<file path="config.mk">
export PLATFORM = sky130hd
export DESIGN_NAME = csp_top
export DESIGN_NICKNAME = d
export VERILOG_FILES = /design/src/hw/csp_pkg.sv /design/src/hw/csp_sync.sv /design/src/hw/csp_top.sv
export SDC_FILE = /design/constraint.sdc
export NUM_CORES = 1
export LEC_CHECK = 0
export BUFFER_PORTS_ARGS = -buffer_cell sky130_fd_sc_hd__buf_2
export CORE_MARGIN = 5
export CORE_UTILIZATION = 51
export DETAILED_ROUTE_END_ITERATION = 10
export GPL_ROUTABILITY_DRIVEN = 0
export PLACE_DENSITY = 0.76
export SYNTH_ARGS = -nofsm -noshare
export SYNTH_HDL_FRONTEND = slang
export SYNTH_SLANG_ARGS = --single-unit
export TNS_END_PERCENT = 5
</file>
<file path="constraint.sdc">
create_clock -name core_clk -period 2.8 [get_ports core_clk]
set_input_delay 0.7 -clock core_clk [delete_from_list [all_inputs] [get_ports core_clk]]
set_output_delay 0.7 -clock core_clk [all_outputs]
set_load 0.02 [all_outputs]
</file>
<file path="src/hw/csp_pkg.sv">
package csp_pkg;

  // ---------------------------------------------------------------------------
  // Modes and carriers
  // ---------------------------------------------------------------------------

  // Configuration source; only the flash source makes the port a master.
  typedef enum logic [1:0] {
    CSP_MODE_FLASH,
    CSP_MODE_MCU,
    CSP_MODE_OTP_RD,
    CSP_MODE_OTP_WR
  } csp_cfg_mode_e;

  // Clock polarity and phase, together one of the four serial modes.
  typedef struct packed {
    logic cpol;
    logic cpha;
  } csp_spi_mode_s;

  // Flash read request: command byte, start address and data length in bytes.
  typedef struct packed {
    logic [7:0]  cmd;
    logic [23:0] addr;
    logic [15:0] len;
  } csp_flash_req_s;

  // Master sequencer states.
  typedef enum logic [1:0] {
    CSP_M_IDLE,
    CSP_M_LEAD,
    CSP_M_CLK,
    CSP_M_TAIL
  } csp_mst_e;

  // ---------------------------------------------------------------------------
  // Timing and counts
  // ---------------------------------------------------------------------------

  localparam int          CLK_PERIOD_NS = 10;
  localparam int          SCK_HALF_NS   = 40;
  localparam int          SCK_HALF_CYC  = (SCK_HALF_NS + CLK_PERIOD_NS - 1) / CLK_PERIOD_NS;
  localparam int          DIV_W         = 3;
  localparam logic [2:0]  DIV_LAST      = 3'(SCK_HALF_CYC - 1);
  localparam int          CNT_W         = 20;
  localparam int          TX_W          = 32;
  localparam logic [19:0] HDR_BITS      = 20'h00020;
  localparam logic [2:0]  BIT_LAST      = 3'h7;
  localparam logic [2:0]  BIT_FIRST     = 3'h0;
  localparam logic [23:0] TX_PAD        = 24'h000000;
  localparam int          SYNC_STAGES   = 2;

endpackage

</file>
<file path="src/hw/csp_sync.sv">
`timescale 1ns/1ps

// Two-flop synchroniser for a bundle of independent levels.
module csp_sync #(
  parameter int W = 1
) (
  input  wire logic         core_clk,  // Sampling clock.
  input  wire logic         rst,       // Asynchronous reset, active high.
  input  wire logic [W-1:0] d,         // Levels from another domain.
  output logic      [W-1:0] q          // Synchronised levels.
);

  logic [W-1:0] meta_ff;

  // ---------------------------------------------------------------------------
  // Synchroniser stages
  // ---------------------------------------------------------------------------

  // The first stage feeds only the second stage.
  always_ff @(posedge core_clk or posedge rst) begin
    if (rst) begin
      meta_ff <= '0;
      q       <= '0;
    end else begin
      meta_ff <= d;
      q       <= meta_ff;
    end
  end

endmodule

</file>
<file path="src/hw/csp_top.sv">
`timescale 1ns/1ps

// Behaviour
// - Flash mode master; other modes slave.
// - Four serial pins carry configuration traffic.
// - Separate config-done output pin.
// - Master makes clock; slave never drives it.
// - Master data out, slave captures it.
// - Slave data back, master collects it.
// - Active-low select; slave works only selected.
// - Polarity sets clock idle level.
// - Phase alone picks sample/shift edges.
// - Mode 0: idle low, sample rising.
// - Modes 1, 3: sample falling edge.
// - Mode 2: idle high, sample rising.
module csp_top (
  input  wire logic                    core_clk,        // Core clock, 100 MHz.
  input  wire logic                    rst,             // Asynchronous reset, active high.
  input  csp_pkg::csp_cfg_mode_e       cfg_mode,        // Configuration source.
  input  csp_pkg::csp_spi_mode_s       spi_mode,        // Clock polarity and phase.
  input  csp_pkg::csp_flash_req_s      flash_req,       // Flash read command, address, length.
  input  wire logic                    load_start,      // Pulse: start a flash load.
  input  wire logic                    load_done,       // Level: configuration complete.
  input  wire logic [7:0]              tx_byte,         // Next byte returned as slave.
  output logic                         tx_taken,        // Pulse: tx_byte was taken.
  output logic      [7:0]              rd_data,         // Last received byte.
  output logic                         rd_valid,        // Pulse: rd_data is new.
  output logic                         busy,            // Transfer in progress.
  output logic                         master_done,     // Pulse: flash load finished.
  input  wire logic                    sck_i,           // Serial clock pin, input side.
  output logic                         sck_o,           // Serial clock pin, output side.
  output logic                         sck_oe,          // Serial clock pin, drive enable.
  input  wire logic                    ss_n_i,          // Chip select pin, input side.
  output logic                         ss_n_o,          // Chip select pin, output side.
  output logic                         ss_n_oe,         // Chip select pin, drive enable.
  input  wire logic                    si_i,            // Serial data input pin.
  output logic                         so_o,            // Serial data output pin.
  output logic                         so_oe,           // Serial data output drive enable.
  output logic                         config_done_pin  // Configuration done pin.
);

  // ---------------------------------------------------------------------------
  // Declarations
  // ---------------------------------------------------------------------------

  csp_pkg::csp_mst_e                state_ff;
  csp_pkg::csp_mst_e                nxt_state;
  logic [csp_pkg::DIV_W-1:0]        div_ff;
  logic [csp_pkg::DIV_W-1:0]        nxt_div;
  logic                             sck_ff;
  logic                             nxt_sck;
  logic                             ss_n_ff;
  logic                             nxt_ss_n;
  logic [csp_pkg::TX_W-1:0]         tx_ff;
  logic [csp_pkg::TX_W-1:0]         nxt_tx;
  logic [7:0]                       rx_ff;
  logic [7:0]                       nxt_rx;
  logic [2:0]                       bit_ff;
  logic [2:0]                       nxt_bit;
  logic [csp_pkg::CNT_W-1:0]        total_ff;
  logic [csp_pkg::CNT_W-1:0]        nxt_total;
  logic [7:0]                       rd_data_ff;
  logic [7:0]                       nxt_rd_data;
  logic                             rd_valid_ff;
  logic                             nxt_rd_valid;
  logic                             taken_ff;
  logic                             nxt_taken;
  logic                             done_ff;
  logic                             nxt_done;
  logic                             cfg_done_ff;
  logic                             nxt_cfg_done;
  logic                             sck_d_ff;
  logic                             nxt_sck_d;
  logic                             sel_d_ff;
  logic                             nxt_sel_d;

  logic [2:0]                       pins_s;
  logic                             sck_s;
  logic                             ss_n_s;
  logic                             si_s;
  logic                             is_master;
  logic                             selected;
  logic                             tick;
  logic                             m_new;
  logic                             m_edge;
  logic                             s_rise;
  logic                             s_fall;
  logic                             samp_rise;
  logic                             sample_evt;
  logic                             shift_evt;
  logic                             sel_start;
  logic [csp_pkg::CNT_W-1:0]        goal;

  // ---------------------------------------------------------------------------
  // Pin synchronisers
  // ---------------------------------------------------------------------------

  // Clock, select and data pins come from outside and pass two flops.
  csp_sync #(
    .W (3)
  ) u_pin_sync (
    .core_clk (core_clk),
    .rst      (rst),
    .d        ({sck_i, ss_n_i, si_i}),
    .q        (pins_s)
  );

  assign sck_s  = pins_s[2];
  assign ss_n_s = pins_s[1];
  assign si_s   = pins_s[0];

  // ---------------------------------------------------------------------------
  // Edge decode
  // ---------------------------------------------------------------------------

  assign is_master = (cfg_mode == csp_pkg::CSP_MODE_FLASH);
  assign selected  = !is_master && !ss_n_s;
  assign sel_start = selected && !sel_d_ff;

  // Half-period divider tick and the level the master clock moves to.
  assign tick   = (div_ff == csp_pkg::DIV_LAST);
  assign m_new  = !sck_ff;
  assign m_edge = is_master && (state_ff == csp_pkg::CSP_M_CLK) && tick;

  assign s_rise = selected && sck_s && !sck_d_ff;
  assign s_fall = selected && !sck_s && sck_d_ff;

  assign samp_rise = !spi_mode.cpha;

  // Sample and shift events, from the master generator or the slave decode.
  assign sample_evt = (m_edge && (m_new == samp_rise))
                    || (s_rise && samp_rise)
                    || (s_fall && !samp_rise);
  assign shift_evt  = (m_edge && (m_new != samp_rise))
                    || (s_rise && !samp_rise)
                    || (s_fall && samp_rise);

  // Samples in a flash load: header bits plus eight per data byte.
  assign goal = csp_pkg::HDR_BITS + {1'b0, flash_req.len, 3'h0};

  // ---------------------------------------------------------------------------
  // Next-state logic
  // ---------------------------------------------------------------------------

  // Sequencer, shifters, counters and strobes.
  always_comb begin
    nxt_state    = state_ff;
    nxt_sck      = sck_ff;
    nxt_ss_n     = ss_n_ff;
    nxt_tx       = tx_ff;
    nxt_rx       = rx_ff;
    nxt_bit      = bit_ff;
    nxt_total    = total_ff;
    nxt_rd_data  = rd_data_ff;
    nxt_rd_valid = 1'b0;
    nxt_taken    = 1'b0;
    nxt_done     = 1'b0;
    nxt_sck_d    = sck_s;
    nxt_sel_d    = selected;
    nxt_cfg_done = load_done;
    nxt_div      = (state_ff == csp_pkg::CSP_M_IDLE || tick) ? '0 : div_ff + 1'b1;

    case (state_ff)
      csp_pkg::CSP_M_IDLE: begin
        nxt_sck  = spi_mode.cpol;
        nxt_ss_n = 1'b1;
        if (is_master && load_start && (flash_req.len != '0)) begin
          nxt_ss_n  = 1'b0;
          nxt_tx    = {flash_req.cmd, flash_req.addr};
          nxt_bit   = csp_pkg::BIT_FIRST;
          nxt_total = '0;
          nxt_state = csp_pkg::CSP_M_LEAD;
        end
      end
      csp_pkg::CSP_M_LEAD: begin
        if (tick) begin
          nxt_state = csp_pkg::CSP_M_CLK;
        end
      end
      csp_pkg::CSP_M_CLK: begin
        if (tick) begin
          nxt_sck = m_new;
          if (sample_evt && (total_ff + 1'b1 == goal)) begin
            nxt_state = csp_pkg::CSP_M_TAIL;
          end
        end
      end
      csp_pkg::CSP_M_TAIL: begin
        if (tick) begin
          if (sck_ff != spi_mode.cpol) begin
            nxt_sck = !sck_ff;
          end else begin
            nxt_ss_n  = 1'b1;
            nxt_done  = 1'b1;
            nxt_state = csp_pkg::CSP_M_IDLE;
          end
        end
      end
      default: begin
        nxt_state = csp_pkg::CSP_M_IDLE;
      end
    endcase

    if (!is_master && !selected) begin
      nxt_bit   = csp_pkg::BIT_FIRST;
      nxt_total = '0;
    end

    // Slave preloads the first return byte when it is selected.
    if (sel_start) begin
      nxt_tx    = {tx_byte, csp_pkg::TX_PAD};
      nxt_taken = 1'b1;
    end

    if (sample_evt) begin
      nxt_rx    = {rx_ff[6:0], si_s};
      nxt_bit   = bit_ff + 1'b1;
      nxt_total = total_ff + 1'b1;
      if (bit_ff == csp_pkg::BIT_LAST && (!is_master || total_ff >= csp_pkg::HDR_BITS)) begin
        nxt_rd_data  = {rx_ff[6:0], si_s};
        nxt_rd_valid = 1'b1;
      end
    end

    if (shift_evt && (total_ff != '0)) begin
      if (!is_master && bit_ff == csp_pkg::BIT_FIRST) begin
        nxt_tx    = {tx_byte, csp_pkg::TX_PAD};
        nxt_taken = 1'b1;
      end else begin
        nxt_tx = {tx_ff[csp_pkg::TX_W-2:0], 1'b0};
      end
    end
  end

  // ---------------------------------------------------------------------------
  // Registers
  // ---------------------------------------------------------------------------

  // State registers only.
  always_ff @(posedge core_clk or posedge rst) begin
    if (rst) begin
      state_ff    <= csp_pkg::CSP_M_IDLE;
      div_ff      <= '0;
      sck_ff      <= 1'b0;
      ss_n_ff     <= 1'b1;
      tx_ff       <= '0;
      rx_ff       <= '0;
      bit_ff      <= '0;
      total_ff    <= '0;
      rd_data_ff  <= '0;
      rd_valid_ff <= 1'b0;
      taken_ff    <= 1'b0;
      done_ff     <= 1'b0;
      cfg_done_ff <= 1'b0;
      sck_d_ff    <= 1'b0;
      sel_d_ff    <= 1'b0;
    end else begin
      state_ff    <= nxt_state;
      div_ff      <= nxt_div;
      sck_ff      <= nxt_sck;
      ss_n_ff     <= nxt_ss_n;
      tx_ff       <= nxt_tx;
      rx_ff       <= nxt_rx;
      bit_ff      <= nxt_bit;
      total_ff    <= nxt_total;
      rd_data_ff  <= nxt_rd_data;
      rd_valid_ff <= nxt_rd_valid;
      taken_ff    <= nxt_taken;
      done_ff     <= nxt_done;
      cfg_done_ff <= nxt_cfg_done;
      sck_d_ff    <= nxt_sck_d;
      sel_d_ff    <= nxt_sel_d;
    end
  end

  // ---------------------------------------------------------------------------
  // Outputs
  // ---------------------------------------------------------------------------

  assign sck_o   = sck_ff;
  assign sck_oe  = is_master;
  assign ss_n_o  = ss_n_ff;
  assign ss_n_oe = is_master;
  assign so_o    = tx_ff[csp_pkg::TX_W-1];
  assign so_oe   = is_master ? (state_ff != csp_pkg::CSP_M_IDLE) : selected;

  // User-side strobes and status.
  assign rd_data         = rd_data_ff;
  assign rd_valid        = rd_valid_ff;
  assign tx_taken        = taken_ff;
  assign master_done     = done_ff;
  assign busy            = (state_ff != csp_pkg::CSP_M_IDLE) || selected;
  assign config_done_pin = cfg_done_ff;

endmodule

</file>
# == Word level (Yosys, flattened, before mapping) ==
# Index checks and enable logic that the tools add are counted.
# op_classes
add_sub_neg,4
muxes,38
n_reduce_logical,54
order_cmp,1
eq_ne,16
# op_table
cell,count
$mux W32,5
$mux W20,4
$logic_and A1 B1 Y1,21
$add A20 B1 Y20 const B,1
$add A6 B19 Y20 const A,1
$eq A20 B20 Y1,1
$ge A20 B6 Y1 const B,1
$reduce_bool A20 Y1,1
$reduce_bool A16 Y1,1
$mux W1,15
$mux W3,5
$reduce_bool A3 Y1,5
$mux W2,6
$ne A2 B2 Y1 const B,5
$logic_not A1 Y1,8
$pmux W2 S4,1
$logic_or A1 B1 Y1,7
$add A3 B1 Y3 const B,2
$reduce_and A2 Y1,3
$reduce_and A6 Y1,1
$eq A2 B2 Y1 const B,2
$logic_not A2 Y1,2
$ne A2 B1 Y1 const B,2
$reduce_and A4 Y1,1
other kinds (10),12
# totals
input_bits,67
out_inout_bits,19
word_cells,130
reg_bits,89

# == Logic depth before layout (Yosys ltp) ==
# logic_depth
word_depth,12
depth_mapped,10
depth_no_buf,9

# == By module ==
# Synthesis repeated with hierarchy kept, for this count alone.
# hier_totals
cells_unflattened,578
area_unflattened_um2,5171.2
# by_module_without_submodules
module,cells_per_inst,seq_area_each_um2,area_per_inst_um2,n_inst
csp_top,571,2078.2,5017.3,1
csp_sync,7,150.1,153.9,1

# == Worst setup path before layout ==
# Ideal clock, no wire load.
# synth_timing
path_kind,in2reg
startpoint,input port flash_req[7] (netlist bit)
endpoint,register state_ff[1]
t_arrival_ns,2.326
path_slack_ns,0.347
required_time_ns,2.672
path_stages,7
setup_ns,0.128
path_buffers,0
path_cell_list,nand4_1 -> or3_2 -> nand3_1 -> nor3b_2 -> o2111ai_1 -> o31ai_2 -> mux2_1
# synth_between
elab_chain_cells,5
word_cells_on_any_way,8
classes_between,1 x add/sub; 3 x eq/ne; 4 x reduce/logical
# synth_lines
element,line_no,rtl
start: declaration,csp_top.sv:21,"input csp_pkg::csp_flash_req_s flash_req,"
$add A6 B19 Y20,csp_top.sv:139,"assign goal = csp_pkg::HDR_BITS + {1'b0, flash_req.len, 3'h0};"
$eq A20 B20 Y1,csp_top.sv:183,if (sample_evt && (total_ff + 1'b1 == goal)) begin
$logic_and A1 B1 Y1,csp_top.sv:183,
$ne A2 B1 Y1 (no source line),-,
$reduce_and A6 Y1 (no source line) *,-,
end signal: assignment,csp_top.sv:242,state_ff <= csp_pkg::CSP_M_IDLE;
end signal: assignment,csp_top.sv:258,state_ff <= nxt_state;
end: declaration,csp_top.sv:46,csp_pkg::csp_mst_e state_ff;
# Mark *: on every way between the ends. The rest lies on a longest branch, timed or not.
# A chain may end at the register's enable or synchronous reset.

# == Worst setup path in the final report ==
# layout_timing
startpoint,register total_ff[8] (netlist bit)
endpoint,register state_ff[1]
# layout_between
elab_chain_cells,5
# layout_lines
element,line_no,rtl
start: declaration,csp_top.sv:60,logic [csp_pkg::CNT_W-1:0] total_ff;
start signal: assignment,csp_top.sv:265,total_ff <= nxt_total;
$add A20 B1 Y20,csp_top.sv:183,
$eq A20 B20 Y1,csp_top.sv:183,
$logic_and A1 B1 Y1,csp_top.sv:183,
$ne A2 B1 Y1 (no source line),-,
$reduce_and A6 Y1 (no source line),-,
# No other way between the ends.

==> flow_summary.yaml <==
status:
  run_status: "finished, final reports clean"
global_route:
  grt.total_usage_pct: 21.5
  global_route.overflow_total: 0
  antenna_violations_before_repair: 0
  grt_first_pass_wirelength_um: 20600
  grt_pass1_vias: 4314
  maximum_number_of_pins_on_one_net_before_global_route_repair: 36
setup_path:
  cp.required_ps: 3070
  timing.critical_path.slowest_cell_delay_ps: 530
  setup.worst_path.start_class: "flip-flop"
  endpoint_kind: "flip-flop"
  worst-setup-path-type: "reg -> reg"
  reg2regPathDepth: 7
  crit-reg2reg-launch: "total_ff[8]$_DFFE_PP0P_"
  timing.critical_path.from: "total_ff[8]$_DFFE_PP0P_"
  worst_path_max_delay_cell: "sky130_fd_sc_hd__dfrtp_1"
  data_arrival_time_at_the_worst_slack_endpoint_ps: 2860
  largest_fanout_on_the_critical_path: 8
  critical_path.cell_chain: "nand4_4, nor4_4, xnor3_1, nor3b_2, o2111ai_1, o31ai_2, mux2_1"
detailed_routing:
  route.detailed.drc: 0
  antenna_left: 0
  route.detailed.wl_per_inst_um: 15.7
  post_detailed_route_via_to_cell_ratio: 5.71
  detail_route.first_pass.iterations: 7
  initialDrtViolationCount: 291
  wirelength_um: 12600
  route.vias.total: 4575
clock_network:
  clock-sinks: 89
  cts_inserted_buffers: 9
  postCtsHoldBufs: 0
  cts_htree_levels: 3
  cts_resized: 0
  clk_transition_reported_paths_ps: 110
  cts_root_buffer: "sky130_fd_sc_hd__clkbuf_8"
  cts_setup_buffers: 0
  tritoncts: "yes"
  buffer_levels_on_the_longest_clock_path: 2
  worstSkewPairLatency_ps: 370
pwr:
  power.leakage_nw: 2.75
  vdd.ir_drop.worst_v: 0.000316
  power_per_cell_area_mw_per_mm2: 609
timing:
  finalSetupViolCount: 0
  slew_headroom_pct: 56.1
  timing_worst_slew_pin_value_ps: 657
  timing_max_transition_violations_final: 0
  report.final.hold_viol_count: 0
  fmax_mhz: 385
  skew_ps: 15.9
  min_period_over_period_pct: 92.8
  period_minus_slack_ps: 2600
  grt_setup_unrepaired: "false"
logic_synthesis:
  netlist_top_cells_area: "sky130_fd_sc_hd__dfrtp_1 (43%), sky130_fd_sc_hd__o21ai_0 (6.5%), sky130_fd_sc_hd__nand2_1 (5.9%)"
  synth_largest_area_cell: "sky130_fd_sc_hd__dfrtp_1"
  synth_seq_cells: 89
  mean_area_per_synthesized_cell_um2: 8.93
  synthMuxAreaShare_pct: 2.57
  synth_top_area_share_pct: 43.4
  synth_commonest_cells: "sky130_fd_sc_hd__dfrtp_1 (88), sky130_fd_sc_hd__nand2_1 (80), sky130_fd_sc_hd__o21ai_0 (66), sky130_fd_sc_hd__nor2_1 (56), sky130_fd_sc_hd__a21oi_1 (29)"
  xor_xnor_fraction_of_synth_area_pct: 6.07
  synth-edff-count: 0
  netlist-cell-type-count: 62
  syn_area_mm2: 0.00507
  synthCells: 568
  ys_warn_count: 0
  combinational_family_with_the_most_area_after_synthesis: "simple AND/OR/NAND/NOR gates"
  postSynthNetCount: 648
  synth_compound_area_share_pct: 16.9
  synth_simple_gate_area_share_pct: 23.1
  ys_async_sr_fraction_pct: 100
  ys.flop_type: "sky130_fd_sc_hd__dfrtp_1"
  yosys.cell_count.top_type: "sky130_fd_sc_hd__dfrtp_1"
  sequential_area_share_after_synthesis_pct: 44.0
  synthAdderAreaFrac_pct: 3.21
layout:
  final_cell_area_mm2: 0.00599
  insertedDiodeCount: 0
  areaGrowthSynthToFinish_pct: 18.2
  stdcell_count: 801
  final_nets: 743
  layout-drive-gt1-share_pct: 23.8
  fillerInstances: 850
job:
  timing.max_cap.violations: 0
place:
  hpwl_um: 9180
  dpl-instance-area_mm2: 0.00579
  place.detailed.instances: 785
  place.port_buffers: 85
floorplan:
  core_area_mm2: 0.00973
  row_count: 36
  design.die.area_mm2: 0.0120
  num_io_pins: 86
  fp.dieW_um: 110
  die_h_um: 110
  initial_core_utilization_pct: 52.1
min_path:
  worstHoldPathType: "reg -> reg"
  startpoint_of_the_tightest_hold_check_path: "u_pin_sync.meta_ff[1]$_DFF_PP0_"
  worst_hold_path.num_cells: 0
-- path summary, 6_finish.rpt --
kind / endpoint / slack, ps
worst max-delay path: state_ff[1]$_DFFE_PP0P_ / 200
worst min-delay path: u_pin_sync.q[1]$_DFF_PP0_ / 360
worst max register to register: state_ff[1]$_DFFE_PP0P_ / 200
worst min register to register: u_pin_sync.q[1]$_DFF_PP0_ / 360
max in group asynchronous: ss_n_o$_DFFE_PP1P_ / 1760
min in group asynchronous: tx_ff[14]$_DFFE_PP0P_ / 400
-- power breakdown --
group | internal (W) | switching [W]
sequential | 0.00155 | 0.000170
combinational | 0.000441 | 0.000595
clock | 0.000349 | 0.000545
-- cell families (layout without fill, tap and decap cells) --
kind of cell,Yosys count,after routing
muxes,12,12
AOI/OAI and AO/OA,142,142
and+or+nand+nor,233,233
DFF,89,89
xor gates and xnor gates,32,32
buffers and inverters,47,147
adders and majority gates,13,13
-- registers in the layout, summed over array words and instances, names as in the netlist --
signal and flops:
master_done 1, rd_valid 1, bit_ff 3, config_done_pin 1
sel_d_ff 1, rd_data 8, u_pin_sync.q 3, state_ff 2
total_ff 20, tx_ff 32, rx_ff 7, sck_o 1
tx_taken 1, sck_d_ff 1, div_ff 3, u_pin_sync.meta_ff 3
ss_n_o 1
-- per-stage QoR --
stage | hold slack [ps] | power (W) | utilization (%) | TNS [ps] | worst slack [ps]
floorplan | 331 | 0.00242 | - | 0 | 347
global placement | 335 | 0.00273 | 59.6 | 0 | 57.9
detailed placement | 338 | 0.00278 | 59.6 | -84.4 | -49.0
CTS | 361 | 0.00367 | 61.6 | 0 | 222
global route | 376 | 0.00389 | 61.6 | 0 | 26.6
finish | 359 | 0.00365 | 61.6 | 0 | 201
-- cell type report --
type	instances	area (um2)	area share [%]
Multi-Input combinational cell	432	2630	43.8
Sequential cell	89	2230	37.2
Timing Repair Buffer	114	706	11.8
Tap cell	133	166	2.78
Clock buffer	9	124	2.07
Clock inverter	7	72.6	1.21
Inverter	17	67.6	1.13
-- metal layers --
metal	GRT usage [%]	up-vias	part of all wire [%]
li1	-	2196	-
met1	29.3	2216	44
met2	34.7	137	48
met3	3.35	26	4.5
met4	8.10	0	2.6
met5	0	-	0
-- layout by cell type, fill, tap and decap left out, types with 3 or more instances in the layout --
master / synthesis / routed
sky130_fd_sc_hd__dfrtp_1: 88 / 88
sky130_fd_sc_hd__buf_2: 1 / 85
sky130_fd_sc_hd__nand2_1: 80 / 80
sky130_fd_sc_hd__o21ai_0: 66 / 66
sky130_fd_sc_hd__nor2_1: 56 / 55
sky130_fd_sc_hd__a21oi_1: 29 / 29
sky130_fd_sc_hd__buf_4: 3 / 24
sky130_fd_sc_hd__nand3_1: 22 / 22
sky130_fd_sc_hd__xnor2_1: 19 / 19
sky130_fd_sc_hd__inv_1: 16 / 15
sky130_fd_sc_hd__and3_1: 13 / 13
sky130_fd_sc_hd__ha_1: 13 / 13
sky130_fd_sc_hd__nor3_1: 12 / 12
sky130_fd_sc_hd__a31oi_1: 11 / 11
sky130_fd_sc_hd__xor2_1: 11 / 11
sky130_fd_sc_hd__nor4_1: 10 / 10
sky130_fd_sc_hd__clkbuf_8: 2 / 9
sky130_fd_sc_hd__mux2_2: 7 / 7
sky130_fd_sc_hd__nand4_1: 7 / 7
sky130_fd_sc_hd__o31ai_1: 7 / 7
sky130_fd_sc_hd__nand2b_1: 5 / 5
sky130_fd_sc_hd__buf_12: 0 / 5
sky130_fd_sc_hd__and2_1: 4 / 4
sky130_fd_sc_hd__mux2i_1: 4 / 4
sky130_fd_sc_hd__a22o_1: 4 / 4
sky130_fd_sc_hd__o221ai_1: 3 / 3
sky130_fd_sc_hd__or3_1: 3 / 3
sky130_fd_sc_hd__nor3b_1: 3 / 3
sky130_fd_sc_hd__or3_2: 3 / 3
sky130_fd_sc_hd__o41ai_1: 3 / 3
-- critical path, delay by kind of cell (launching register included) --
family                    cells  cell delay (ps)
and+or+nand+nor               3              770
xor gates and xnor gates      1              460
muxes                         1              340
DFF                           1              530
AOI/OAI and AO/OA             2              380
(Power assumes the default switching activity.)
